$ cat src/aid_pkg.sv
// Shared constants and carrier types for the oscillator frequency aiding unit
package aid_pkg;

  // ==========================================================================
  // Widths
  localparam int unsigned CODE_ACC_W = 17;
  localparam int unsigned CODE_AID_W = 31;
  localparam int unsigned CARR_ACC_W = 24;
  localparam int unsigned CARR_AID_W = 38;
  localparam int unsigned AID_FRAC_W = 6;
  localparam int unsigned OSC_W      = 32;
  localparam int unsigned DIV_W      = 19;
  localparam int unsigned TS_W       = 64;
  localparam int unsigned DATA_W     = 32;
  localparam int unsigned ADDR_W     = 32;
  localparam int unsigned OFS_W      = 8;

  // ==========================================================================
  // Register byte offsets
  localparam logic [OFS_W-1:0] OFS_CTRL      = 8'h00;
  localparam logic [OFS_W-1:0] OFS_SETTINGS  = 8'h04;
  localparam logic [OFS_W-1:0] OFS_CODE_ACC  = 8'h08;
  localparam logic [OFS_W-1:0] OFS_CODE_AID  = 8'h0C;
  localparam logic [OFS_W-1:0] OFS_CODE_OSC  = 8'h10;
  localparam logic [OFS_W-1:0] OFS_CODE_SW   = 8'h14;
  localparam logic [OFS_W-1:0] OFS_CARR_ACC  = 8'h18;
  localparam logic [OFS_W-1:0] OFS_CARR_AID  = 8'h1C;
  localparam logic [OFS_W-1:0] OFS_CARR_OSC  = 8'h20;
  localparam logic [OFS_W-1:0] OFS_CARR_SW   = 8'h24;
  localparam logic [OFS_W-1:0] OFS_TS_UPPER  = 8'h28;
  localparam logic [OFS_W-1:0] OFS_TS_LOWER  = 8'h2C;
  localparam logic [OFS_W-1:0] OFS_STATUS    = 8'h30;

  // ==========================================================================
  // Field positions
  localparam int unsigned CTRL_CODE_EN_BIT  = 0;
  localparam int unsigned CTRL_CARR_EN_BIT  = 1;
  localparam int unsigned CTRL_TRIG_LSB     = 2;
  localparam int unsigned CTRL_DIV_LSB      = 8;
  localparam int unsigned SET_CODE_MODE_BIT = 0;
  localparam int unsigned SET_CARR_MODE_BIT = 1;
  localparam int unsigned ST_CODE_EN_BIT    = 0;
  localparam int unsigned ST_CARR_EN_BIT    = 1;
  localparam int unsigned ST_ARMED_BIT      = 2;
  localparam int unsigned ST_PEND_LSB       = 3;

  // Reset value of the divider ratio
  localparam logic [DIV_W-1:0] DIV_RESET = 19'h0_0000;

  // ==========================================================================
  // Trigger source encoding
  typedef enum logic [1:0] {
    TRIG_MEAS_EPOCH = 2'h0,
    TRIG_PPS        = 2'h1,
    TRIG_EXTERNAL   = 2'h2,
    TRIG_NONE       = 2'h3
  } trig_sel_t;

  // ==========================================================================
  // AHB-Lite carriers
  typedef struct packed {
    logic              hsel;
    logic [ADDR_W-1:0] haddr;
    logic [1:0]        htrans;
    logic              hwrite;
    logic [2:0]        hsize;
    logic [DATA_W-1:0] hwdata;
    logic              hready;
  } ahb_req_t;

  typedef struct packed {
    logic              hreadyout;
    logic              hresp;
    logic [DATA_W-1:0] hrdata;
  } ahb_rsp_t;

  localparam logic [1:0] HTRANS_NONSEQ = 2'h2;
  localparam logic       HRESP_OKAY    = 1'h0;

  // Epoch pulses from the correlator channel
  typedef struct packed {
    logic integration_epoch;
    logic measurement_epoch;
    logic pps;
  } epoch_t;

  // Oscillator increments handed to the phase accumulators
  typedef struct packed {
    logic [OSC_W-1:0] code_inc;
    logic [OSC_W-1:0] carr_inc;
  } osc_inc_t;

endpackage : aid_pkg

$ cat src/trig_sync.sv
// Pin synchroniser with rising edge pulse for the external aiding trigger
`timescale 1ns/100ps
`default_nettype none
module trig_sync (
  // Clock and reset
  input  wire logic clk_sys,
  input  wire logic arst_n,
  // Pin and event
  input  wire logic pin_in,
  output logic      rise
);

  typedef struct packed {
    logic s1;
    logic s2;
    logic s3;
    logic level;
    logic rise;
  } sync_state_t;

  sync_state_t s;
  sync_state_t nxt_s;

  // ==========================================================================
  // Three stages, change accepted once stages two and three agree
  always_comb begin
    nxt_s      = s;
    nxt_s.s1   = pin_in;
    nxt_s.s2   = s.s1;
    nxt_s.s3   = s.s2;
    nxt_s.rise = 1'b0;
    if (s.s2 == s.s3) begin
      nxt_s.level = s.s3;
      nxt_s.rise  = s.s3 & ~s.level; // One pulse per rising edge
    end
  end

  // State register
  always_ff @(posedge clk_sys or negedge arst_n) begin
    if (!arst_n) begin
      s <= '0;
    end else begin
      s <= nxt_s;
    end
  end

  assign rise = s.rise;

endmodule : trig_sync
`default_nettype wire

$ cat src/aid_unit.sv
// Code and carrier oscillator frequency aiding unit with AHB-Lite registers
//
// Contract
// - Each aiding tick adds the acceleration into the aiding frequency of each path whose enable is in force.
// - After accumulation the software frequency and, for a path whose enable is in force, the aiding frequency are summed into the oscillator frequency.
// - Aiding enable bits take effect only at the next integration epoch.
// - Acceleration and aiding frequency writes stay pending until the selected trigger.
// - Reads of acceleration and aiding frequency return the effective, not pending, value.
// - Software frequency writes apply at once or at the next integration epoch per mode bit.
// - At the first trigger after new values, the new aiding frequency is used without acceleration.
// - After that trigger the oscillator frequency follows the accumulated aiding on every tick.
// - A newly effective frequency reaches the phase accumulator two core clocks after its trigger.
// - An external pin trigger captures the measurement time counter into the timestamp registers.
// - Aiding frequencies are 31 and 38 bits, only upper bits written, low 6 bits cleared on write.
// - The aiding tick comes from a 19-bit programmable divider of the core clock.
// - Any aiding register write arms a divider reset carried out at the next selected trigger.
`timescale 1ns/100ps
`default_nettype none
module aid_unit (
  // Clock and reset
  input  wire logic              clk_sys,
  input  wire logic              arst_n,
  // AHB-Lite slave
  input  wire aid_pkg::ahb_req_t ahb_req,
  output aid_pkg::ahb_rsp_t      ahb_rsp,
  // Epoch pulses and time base
  input  wire aid_pkg::epoch_t   epochs,
  input  wire logic [63:0]       measurement_time_counter,
  // External trigger pin
  input  wire logic              external_aiding_trigger,
  // Oscillator increments
  output aid_pkg::osc_inc_t      osc_inc,
  output logic                   aiding_tick
);
  import aid_pkg::*;

  // ==========================================================================
  // State
  typedef struct packed {
    // Control fields
    logic                  code_en;
    logic                  carr_en;
    trig_sel_t             trig_sel;
    logic [DIV_W-1:0]      div_ratio;
    logic                  code_mode;
    logic                  carr_mode;
    // Enables in force
    logic                  code_en_eff;
    logic                  carr_en_eff;
    // Code path
    logic [CODE_ACC_W-1:0] code_acc;
    logic [CODE_ACC_W-1:0] code_acc_pend;
    logic                  code_acc_new;
    logic [CODE_AID_W-1:0] code_aid;
    logic [CODE_AID_W-1:0] code_aid_pend;
    logic                  code_aid_new;
    // Carrier path
    logic [CARR_ACC_W-1:0] carr_acc;
    logic [CARR_ACC_W-1:0] carr_acc_pend;
    logic                  carr_acc_new;
    logic [CARR_AID_W-1:0] carr_aid;
    logic [CARR_AID_W-1:0] carr_aid_pend;
    logic                  carr_aid_new;
    // Frequency words
    logic [OSC_W-1:0]      code_sw;
    logic [OSC_W-1:0]      code_sw_eff;
    logic [OSC_W-1:0]      carr_sw;
    logic [OSC_W-1:0]      carr_sw_eff;
    logic [OSC_W-1:0]      code_osc;
    logic [OSC_W-1:0]      carr_osc;
    logic [OSC_W-1:0]      code_inc;
    logic [OSC_W-1:0]      carr_inc;
    // Divider and timestamp
    logic                  div_armed;
    logic [DIV_W-1:0]      div_cnt;
    logic                  tick;
    logic [TS_W-1:0]       ts;
    // Bus data phase
    logic                  wr_pend;
    logic                  rd_pend;
    logic                  rd_done;
    logic [OFS_W-1:0]      addr;
    logic [DATA_W-1:0]     rdata;
  } aid_state_t;

  localparam aid_state_t STATE_RESET = '{
    trig_sel:  TRIG_MEAS_EPOCH,
    div_ratio: DIV_RESET,
    default:   '0
  };

  aid_state_t s;
  aid_state_t nxt_s;

  logic ext_rise;

  // ==========================================================================
  // External trigger pin detection
  trig_sync u_trig_sync (
    .clk_sys (clk_sys),
    .arst_n  (arst_n),
    .pin_in  (external_aiding_trigger),
    .rise    (ext_rise)
  );

  // ==========================================================================
  // Combinational helpers
  logic                  trigger;
  logic                  div_hit;
  logic                  any_new;
  logic                  addr_ok;
  logic                  wr_now;
  logic [DATA_W-1:0]     read_word;
  logic [OSC_W-1:0]      code_aid_ext;
  logic [OSC_W-1:0]      carr_aid_ext;
  logic [CODE_AID_W-1:0] code_acc_ext;
  logic [CARR_AID_W-1:0] carr_acc_ext;
  logic [DATA_W-1:0]     ctrl_word;
  logic [DATA_W-1:0]     status_word;

  // Trigger source selection
  always_comb begin
    case (s.trig_sel)
      TRIG_MEAS_EPOCH: trigger = epochs.measurement_epoch;
      TRIG_PPS:        trigger = epochs.pps;
      TRIG_EXTERNAL:   trigger = ext_rise;
      // No source, nothing applies
      default:         trigger = 1'b0;
    endcase
  end

  // Divider terminal count and pending summary
  // Ratio N ticks every N+1 clocks
  assign div_hit = (s.div_cnt == s.div_ratio);
  assign any_new = s.code_acc_new | s.code_aid_new | s.carr_acc_new | s.carr_aid_new;

  // Integer parts of the aiding frequencies, sign extended
  // Fraction bits not summed
  assign code_aid_ext = OSC_W'($signed(s.code_aid[CODE_AID_W-1:AID_FRAC_W]));
  assign carr_aid_ext = OSC_W'($signed(s.carr_aid[CARR_AID_W-1:AID_FRAC_W]));
  assign code_acc_ext = CODE_AID_W'($signed(s.code_acc));
  assign carr_acc_ext = CARR_AID_W'($signed(s.carr_acc));

  // Packed control and status words
  always_comb begin
    ctrl_word = '0;
    ctrl_word[CTRL_CODE_EN_BIT] = s.code_en;
    ctrl_word[CTRL_CARR_EN_BIT] = s.carr_en;
    ctrl_word[CTRL_TRIG_LSB +: 2] = s.trig_sel;
    ctrl_word[CTRL_DIV_LSB +: DIV_W] = s.div_ratio;
    status_word = '0;
    status_word[ST_CODE_EN_BIT] = s.code_en_eff;
    status_word[ST_CARR_EN_BIT] = s.carr_en_eff;
    status_word[ST_ARMED_BIT] = s.div_armed;
    status_word[ST_PEND_LSB +: 4] = {s.carr_aid_new, s.carr_acc_new,
                                     s.code_aid_new, s.code_acc_new};
  end

  // Read multiplexer, effective acceleration and aiding values, written control and software frequency values
  always_comb begin
    read_word = '0;
    case (s.addr)
      OFS_CTRL:     read_word = ctrl_word;
      OFS_SETTINGS: begin
        read_word[SET_CODE_MODE_BIT] = s.code_mode;
        read_word[SET_CARR_MODE_BIT] = s.carr_mode;
      end
      OFS_CODE_ACC: read_word = DATA_W'(s.code_acc);
      OFS_CODE_AID: read_word = DATA_W'(s.code_aid[CODE_AID_W-1:AID_FRAC_W]);
      OFS_CODE_OSC: read_word = s.code_osc;
      OFS_CODE_SW:  read_word = s.code_sw;
      OFS_CARR_ACC: read_word = DATA_W'(s.carr_acc);
      OFS_CARR_AID: read_word = s.carr_aid[CARR_AID_W-1:AID_FRAC_W];
      OFS_CARR_OSC: read_word = s.carr_osc;
      OFS_CARR_SW:  read_word = s.carr_sw;
      OFS_TS_UPPER: read_word = s.ts[TS_W-1:DATA_W];
      OFS_TS_LOWER: read_word = s.ts[DATA_W-1:0];
      OFS_STATUS:   read_word = status_word;
      default:      read_word = '0;
    endcase
  end

  // Write happens in the data phase of an accepted write
  assign wr_now  = s.wr_pend;
  // Accepted address phase
  assign addr_ok = ahb_req.hsel & ahb_req.hready & (ahb_req.htrans == HTRANS_NONSEQ);

  // ==========================================================================
  // Next state
  always_comb begin
    nxt_s      = s;
    nxt_s.tick = 1'b0;

    // Aiding clock divider, re-aligned by an armed trigger
    if (trigger && s.div_armed) begin
      nxt_s.div_cnt   = '0;
      nxt_s.div_armed = 1'b0;
    end else if (div_hit) begin
      nxt_s.div_cnt = '0;
      nxt_s.tick    = 1'b1;
    end else begin
      nxt_s.div_cnt = DIV_W'(s.div_cnt + 1'b1);
    end

    // Loading wins over a tick
    // Trigger applies pending values, no acceleration on this step
    if (trigger && any_new) begin
      if (s.code_acc_new) nxt_s.code_acc = s.code_acc_pend;
      if (s.code_aid_new) nxt_s.code_aid = s.code_aid_pend;
      if (s.carr_acc_new) nxt_s.carr_acc = s.carr_acc_pend;
      if (s.carr_aid_new) nxt_s.carr_aid = s.carr_aid_pend;
      // Pending flags cleared
      nxt_s.code_acc_new = 1'b0;
      nxt_s.code_aid_new = 1'b0;
      nxt_s.carr_acc_new = 1'b0;
      nxt_s.carr_aid_new = 1'b0;
    end else if (div_hit && !(trigger && s.div_armed)) begin
      // Acceleration accumulation on each aiding tick
      if (s.code_en_eff) nxt_s.code_aid = CODE_AID_W'(s.code_aid + code_acc_ext);
      if (s.carr_en_eff) nxt_s.carr_aid = CARR_AID_W'(s.carr_aid + carr_acc_ext);
    end

    // Timestamp when the pin is the active trigger
    // Last capture kept otherwise
    if (trigger && (s.trig_sel == TRIG_EXTERNAL)) begin
      nxt_s.ts = measurement_time_counter;
    end

    // Integration epoch takes enables and deferred software frequencies
    // Mode 1 waits for this epoch
    if (epochs.integration_epoch) begin
      nxt_s.code_en_eff = s.code_en;
      nxt_s.carr_en_eff = s.carr_en;
      if (s.code_mode) nxt_s.code_sw_eff = s.code_sw;
      if (s.carr_mode) nxt_s.carr_sw_eff = s.carr_sw;
    end

    // Oscillator sum, then one more stage to the phase accumulator
    // Disabled path drops aiding
    nxt_s.code_osc = OSC_W'(s.code_sw_eff + (s.code_en_eff ? code_aid_ext : '0));
    nxt_s.carr_osc = OSC_W'(s.carr_sw_eff + (s.carr_en_eff ? carr_aid_ext : '0));
    nxt_s.code_inc = s.code_osc;
    nxt_s.carr_inc = s.carr_osc;

    // Register writes, after trigger handling so a new write stays pending
    if (wr_now) begin
      case (s.addr)
        // Enables, source, divider
        OFS_CTRL: begin
          nxt_s.code_en   = ahb_req.hwdata[CTRL_CODE_EN_BIT];
          nxt_s.carr_en   = ahb_req.hwdata[CTRL_CARR_EN_BIT];
          nxt_s.trig_sel  = trig_sel_t'(ahb_req.hwdata[CTRL_TRIG_LSB +: 2]);
          nxt_s.div_ratio = ahb_req.hwdata[CTRL_DIV_LSB +: DIV_W];
        end
        // Update modes
        OFS_SETTINGS: begin
          nxt_s.code_mode = ahb_req.hwdata[SET_CODE_MODE_BIT];
          nxt_s.carr_mode = ahb_req.hwdata[SET_CARR_MODE_BIT];
        end
        // Writes arm the divider reset
        OFS_CODE_ACC: begin
          nxt_s.code_acc_pend = ahb_req.hwdata[CODE_ACC_W-1:0];
          nxt_s.code_acc_new  = 1'b1;
          nxt_s.div_armed     = 1'b1;
        end
        // Low fraction bits cleared
        OFS_CODE_AID: begin
          nxt_s.code_aid_pend = {ahb_req.hwdata[CODE_AID_W-AID_FRAC_W-1:0],
                                 AID_FRAC_W'(0)};
          nxt_s.code_aid_new  = 1'b1;
          nxt_s.div_armed     = 1'b1;
        end
        // Mode 0 applies at once
        OFS_CODE_SW: begin
          nxt_s.code_sw = ahb_req.hwdata;
          if (!s.code_mode) nxt_s.code_sw_eff = ahb_req.hwdata;
        end
        // Carrier mirrors code
        OFS_CARR_ACC: begin
          nxt_s.carr_acc_pend = ahb_req.hwdata[CARR_ACC_W-1:0];
          nxt_s.carr_acc_new  = 1'b1;
          nxt_s.div_armed     = 1'b1;
        end
        OFS_CARR_AID: begin
          nxt_s.carr_aid_pend = {ahb_req.hwdata[CARR_AID_W-AID_FRAC_W-1:0],
                                 AID_FRAC_W'(0)};
          nxt_s.carr_aid_new  = 1'b1;
          nxt_s.div_armed     = 1'b1;
        end
        OFS_CARR_SW: begin
          nxt_s.carr_sw = ahb_req.hwdata;
          if (!s.carr_mode) nxt_s.carr_sw_eff = ahb_req.hwdata;
        end
        default: begin
        end
      endcase
    end

    // Bus data phase bookkeeping
    // Write data phase lasts one cycle, read data phase two
    nxt_s.wr_pend = 1'b0;
    if (s.rd_pend && !s.rd_done) begin
      // Wait state: sample register contents after any earlier write
      nxt_s.rdata   = read_word;
      nxt_s.rd_done = 1'b1;
    end else begin
      nxt_s.rd_pend = 1'b0;
      nxt_s.rd_done = 1'b0;
      if (addr_ok) begin
        nxt_s.addr    = ahb_req.haddr[OFS_W-1:0];
        nxt_s.wr_pend = ahb_req.hwrite;
        nxt_s.rd_pend = ~ahb_req.hwrite;
      end
    end
  end

  // ==========================================================================
  // State register
  // Async reset to constants
  always_ff @(posedge clk_sys or negedge arst_n) begin
    if (!arst_n) begin
      s <= STATE_RESET;
    end else begin
      s <= nxt_s;
    end
  end

  // ==========================================================================
  // Outputs
  // Wait state covers read after write
  assign ahb_rsp.hreadyout = ~(s.rd_pend & ~s.rd_done); // Reads take one wait state
  assign ahb_rsp.hresp     = HRESP_OKAY;
  assign ahb_rsp.hrdata    = s.rdata;
  assign osc_inc.code_inc  = s.code_inc;
  assign osc_inc.carr_inc  = s.carr_inc;
  assign aiding_tick       = s.tick;

endmodule : aid_unit
`default_nettype wire

$ cat config.mk
export PLATFORM = sky130hd
export DESIGN_NAME = aid_unit
export DESIGN_NICKNAME = d
export VERILOG_FILES = /design/src/aid_pkg.sv /design/src/trig_sync.sv /design/src/aid_unit.sv
export SDC_FILE = /design/constraint.sdc
export NUM_CORES = 1
export LEC_CHECK = 0
export ABC_AREA = 1
export BUFFER_PORTS_ARGS = -buffer_cell sky130_fd_sc_hd__buf_4
export CORE_AREA = 5 5 318 258
export DETAILED_ROUTE_END_ITERATION = 16
export DIE_AREA = 0 0 323 263
export HOLD_SLACK_MARGIN = 0.15
export PLACE_DENSITY = 0.72
export SLEW_MARGIN = 20
export SYNTH_ARGS = -nofsm -noshare
export SYNTH_HDL_FRONTEND = slang
export SYNTH_HIERARCHICAL = 1
export SYNTH_SLANG_ARGS = --single-unit
$ cat constraint.sdc
create_clock -name clk_sys -period 3.55 [get_ports clk_sys]
set_clock_uncertainty 0.15 [all_clocks]
set_input_delay 0.1775 -clock clk_sys [delete_from_list [all_inputs] [get_ports clk_sys]]
set_output_delay 0.1775 -clock clk_sys [all_outputs]
set_load 0.01 [all_outputs]
Word-level counts from Yosys, hierarchy flattened:

Cells that the tools add are included.

* flip-flop bits (word level): 628
* input port bits: 142
* output and inout port bits: 99

* add/sub/neg operators: 5
* equality and inequality tests: 19
* muxes and demuxes: 45
* bitwise logic cells: 12
* reductions and logical operators: 26

Operator list (count)
* 30-bit one-hot mux with 12 select lines: 1
* 32-bit 2-to-1 mux: 8
* 38-bit 2-to-1 mux: 4
* 129-bit 2-to-1 mux: 1
* 64-bit 2-to-1 mux: 2
* 31-bit 2-to-1 mux: 4
* 32-bit adder: 2
* 8-bit by 6-bit equality test with 1-bit output (second input constant): 5
* 38-bit adder: 1
* 19-bit 2-to-1 mux: 2
* 8-bit by 5-bit equality test with 1-bit output (second input constant): 4
* 31-bit adder: 1
* 2-bit one-hot mux with 13 select lines: 1
* 25-bit 2-to-1 mux: 1
* 24-bit 2-to-1 mux: 1
* 2-bit AND reduction: 11
* 19-bit by 1-bit adder with 19-bit output (second input constant): 1
* 19-bit equality test: 1
* 1-bit 2-to-1 mux: 17
* 8-bit by 4-bit equality test with 1-bit output (second input constant): 2
* 8-bit by 3-bit equality test with 1-bit output (second input constant): 1
* 8-bit logical NOT: 1
* 3-bit AND reduction: 2
* 2-bit nonzero test: 3
* 13 further kinds: 30

Longest topological paths before layout:

* word-level depth: 7
* mapped depth: 16
* gate-level depth less buffers: 16

Hierarchy:

Netlist, hierarchy kept.

By module, submodules not included
* aid_unit: instances 1, cells an instance 4605, area an instance 34773.4 um2, sequential area each 15590.0 um2
* trig_sync: instances 1, cells an instance 10, area an instance 145.1 um2, sequential area each 125.1 um2

Least setup slack after synthesis:

OpenSTA, ideal clock, no wires.

* kind: register to register
* from: reg s[609] (netlist name)
* to: reg s (netlist bit nxt_s[178])
* setup time: 0.125 ns
* data arrival time: 2.266 ns
* setup slack: 1.009 ns
* cell stages (with the launch flop): 14
* cell sequence: dfrtp_1 clkbuf_1 clkbuf_1 nand2_1 inv_1 ha_1 fa_1 nand3_1 nand2_1 a21oi_1 o21ai_0 nand2_1 nand2_1 xor2_1

RTL lines
* from (decl): RTL line aid_unit.sv:92 `aid_state_t s;`
* from (signal assigned): RTL line aid_unit.sv:324 `s <= nxt_s;`

Final worst setup path:

* from: reg s (netlist bit ctrl_word[3])
* to: reg s (netlist bit carr_aid_ext[21])

* cells in the longest elaborated chain, start to end: 7
* elaborated cells on any way between the ends: 13
* those cells by class: eq/ne (3); mux (2); reduce/logical (8)

Ends and longest elaborated chain
* 2-bit equality test (tied with other cells): RTL line aid_unit.sv:123 `case (s.trig_sel)`
* 1-bit one-hot mux with 3 select lines (*): RTL line aid_unit.sv:123
* 1-bit logical AND: RTL line aid_unit.sv:217 `end else if (div_hit && !(trigger && s.div_armed)) begin`
* 1-bit logical NOT: RTL line aid_unit.sv:217
* 1-bit logical AND: RTL line aid_unit.sv:217
* 2-bit nonzero test (no source line)
* 3-bit AND reduction (no source line)

Every way passes the cells marked *; elsewhere a longest branch is shown, timed or not.
A chain may end at the register's enable or synchronous reset.

==> impl_metrics.yaml <==
clock_network:
  cts_tree: "built"
  post_cts_buffers: 0
  clkLatencyLatePin_ns: 0.66
  root_buffer: "clkbuf_16"
  htreeDepth: 2
  clk_path_buf_depth: 3
  cts_made_buffers: 60
  path_clk_slew_ns: 0.07
  cts_resized: 0
  cts_sinks: 628
timing:
  setup_violations: 0
  fmax_mhz: 321
  setup-tns-final_ns: 0
  drv_slew: 0
  worst_pin_slew_ns: 1.08
  finalHoldViolations: 0
  fin_crit_ns: 3.12
  rsz0062_at_grt: "no"
  slew_headroom_pct: 27.8
  period_share_pct: 87.8
die:
  die-area_um2: 84900
  rows: 92
  ios: 241
  die_h_um: 263
  start_util_pct: 44.6
  coreArea_um2: 78300
  chipWidth_um: 323
drt:
  dr.pass1.iters: 6
  drt_iter0_drc: 4462
  wl_per_cell_um: 22.6
  drcViolationCount: 0
  ant_nets: 0
  via_count: 32582
  routed_wl_um: 133000
  via_per_inst: 5.52
critical_path:
  worst-path-max-fanout: 47
  end_kind: "flip-flop"
  critPathLaunchType: "flip-flop"
  crit_buf_inv: 4
  rr_worst_depth: 13
  worstPathCellList: "inv_1, o21ai_0, o21ai_2, dlygate4sd3_1, buf_4, nand2_1, nand2_1, nand2_1, nand2_1, buf_4, nor2_1, nand2_1, nand2_1"
  crit_required_ns: 3.95
  path_common_cell: "nand2_1"
  r2r-start: "ctrl_word[3]"
  cp.depth: 13
  critPathKind: "reg -> reg"
  path_delay_family: "buffers and inverters"
  crit_arrival_ns: 3.52
  slowest_delay_ns: 0.60
  crit_start: "ctrl_word[3]"
  crit_path_top_delay_cell: "dlygate4sd3_1"
global_routing:
  grt.overflow.total: 0
  met2_usage_pct: 44.2
  grt_pass1_vias: 30138
  grt_pass1_wl_um: 195000
  antenna_found_initial: 6
  top_usage_layer: "met2"
  met3_usage_pct: 10.1
  grt_max_degree: 87
  grt_use_met1_pct: 43.6
  grt_usage_pct: 30.5
finish:
  fin_util_pct: 51.4
  stdcell_area_um2: 40200
  mostFrequentLayoutCell: "nand2_1"
  synthToLayoutAreaGrowth_pct: 15.1
  mostFrequentLayoutCells: "1366 x nand2_1, 628 x dfrtp_1, 547 x inv_1, 413 x nor2_1, 394 x o21ai_0"
  drive_gt1_share_pct: 8.42
  nets: 5099
place:
  io_buffers: 212
  dpl_cell_area_um2: 37000
  gp_congestion: 0.994
  dp_hpwl_um: 100000
run:
  drv_cap: 0
min_path:
  hold_start: "ahb_req[27]"
  hold_class: "in -> reg"
  hold_path_depth: 4
logic_synthesis:
  synth_warnings: 6
  synth.cell_area_um2: 34900
  syn_nets: 4891
  synth_seq_area_share_pct: 45.0
  ys_types: 45
  ys_seq_elements: 628
  synth.avg_cell_area_um2: 7.57
  syn_inst: 4615
power:
  ir_worst_vdd_uv: 467
  powerDensity_nw_per_um2: 403
  p_leak_nw: 21.4
  finalPower_w: 0.0162
run_status:
  status: "complete, no violations"
state kept, by name, summed over array words and instances, names as in the netlist:
register	cells
aiding_tick	1
u_trig_sync/s	2
s	340
nxt_s	64
code_acc_ext	17
carr_aid_ext	32
u_trig_sync/nxt_s	2
u_trig_sync/rise	1
ctrl_word	23
wr_now	1
code_aid_ext	25
ahb_rsp	32
carr_acc_ext	24
osc_inc	64
where the power goes:
part / switching [W] / internal [W]
clock: 0.00295 / 0.00358
combinational: 0.00113 / 0.000663
sequential: 0.000352 / 0.00751
total: 0.00443 / 0.0118
worst paths after layout:
path	endpoint	slack, ns
worst max-delay path	carr_aid_ext[21]	0.43
max in group asynchronous	ahb_rsp[25]	2.60
min in group asynchronous	s[322]	0.15
worst max register to register	carr_aid_ext[21]	0.43
worst min register to register	u_trig_sync/nxt_s[2]	0.20
worst min-delay path	s[314]	0.14
synth_stat cells (all sizes together):
master,instances,area share [%]
o221ai,2,0.050
a21o,16,0.34
nand3b,7,0.15
a211oi,3,0.064
a31oi,11,0.20
nor3b,4,0.086
o31ai,1,0.022
o21a,5,0.11
inv,550,5.9
a22o,23,0.58
dfrtp,628,45
xor2,49,1.2
nand3,191,2.7
o22ai,55,0.99
a21boi,6,0.13
nor2,419,4.5
o2111ai,6,0.15
clkinv,3,0.032
nand2,1371,15
o21bai,20,0.43
and2,1,0.018
or2,8,0.14
buf,136,2.7
nand4,36,0.64
o21ai,425,6.1
xnor2,54,1.4
o211ai,16,0.34
ha,130,4.7
conb,1,0.011
a21oi,278,4.0
mux2,26,0.84
nor3,19,0.30
fa,4,0.23
clkbuf,111,1.2
metal layers:
layer,share of wire [%],vias to the layer above
li1,-,15107
met5,0.098,-
met3,13,272
met4,3.8,10
met2,42,1736
met1,42,15457
layout make-up:
type / instances / area [um^2]
Clock inverter: 19 / 188
Multi-Input combinational cell: 3187 / 15800
Inverter: 553 / 2080
Timing Repair Buffer: 393 / 3380
Tap cell: 1034 / 1290
Clock buffer: 89 / 1730
Antenna cell: 2 / 5.00
Fill cell: 7545 / 38100
Sequential cell: 628 / 15700
repair_timing:
action	in CTS	in global routing
endpoints found under the setup margin	0	0
endpoints found under the hold margin	924	0
hold buffers	125	0
stage by stage:
step / hold WS, ns / std cells / setup slack (ns)
global route: 0.153 / 5903 / 0.221
floorplan: -0.268 / 4615 / 1.01
detailed placement: 0.139 / 5670 / 0.594
global placement: 0.138 / 5670 / 0.702
CTS: 0.151 / 5903 / 0.447
finish: 0.145 / 5905 / 0.433
worst register-to-register path: stages, from the launching register on:
cell and delay (ns):
dfrtp_1 0.42, inv_1 0.10, o21ai_0 0.10, o21ai_2 0.23, dlygate4sd3_1 0.60, buf_4 0.15
nand2_1 0.16, nand2_1 0.19, nand2_1 0.11, nand2_1 0.10, buf_4 0.45, nor2_1 0.12
nand2_1 0.08, nand2_1 0.05
logic make-up after synthesis:
family	after synthesis	synth area share [%]
AND/OR/NAND/NOR	2056	23.4
AO/OA/AOI/OAI	867	13.5
buffers and inverters	800	9.81
flip-flops	628	45.0
adder cells (fa/ha/maj)	134	4.89
XOR/XNOR	103	2.58
multiplexers	26	0.838
other	1	0.0107
Note: power is estimated with default switching activity, not from simulation.
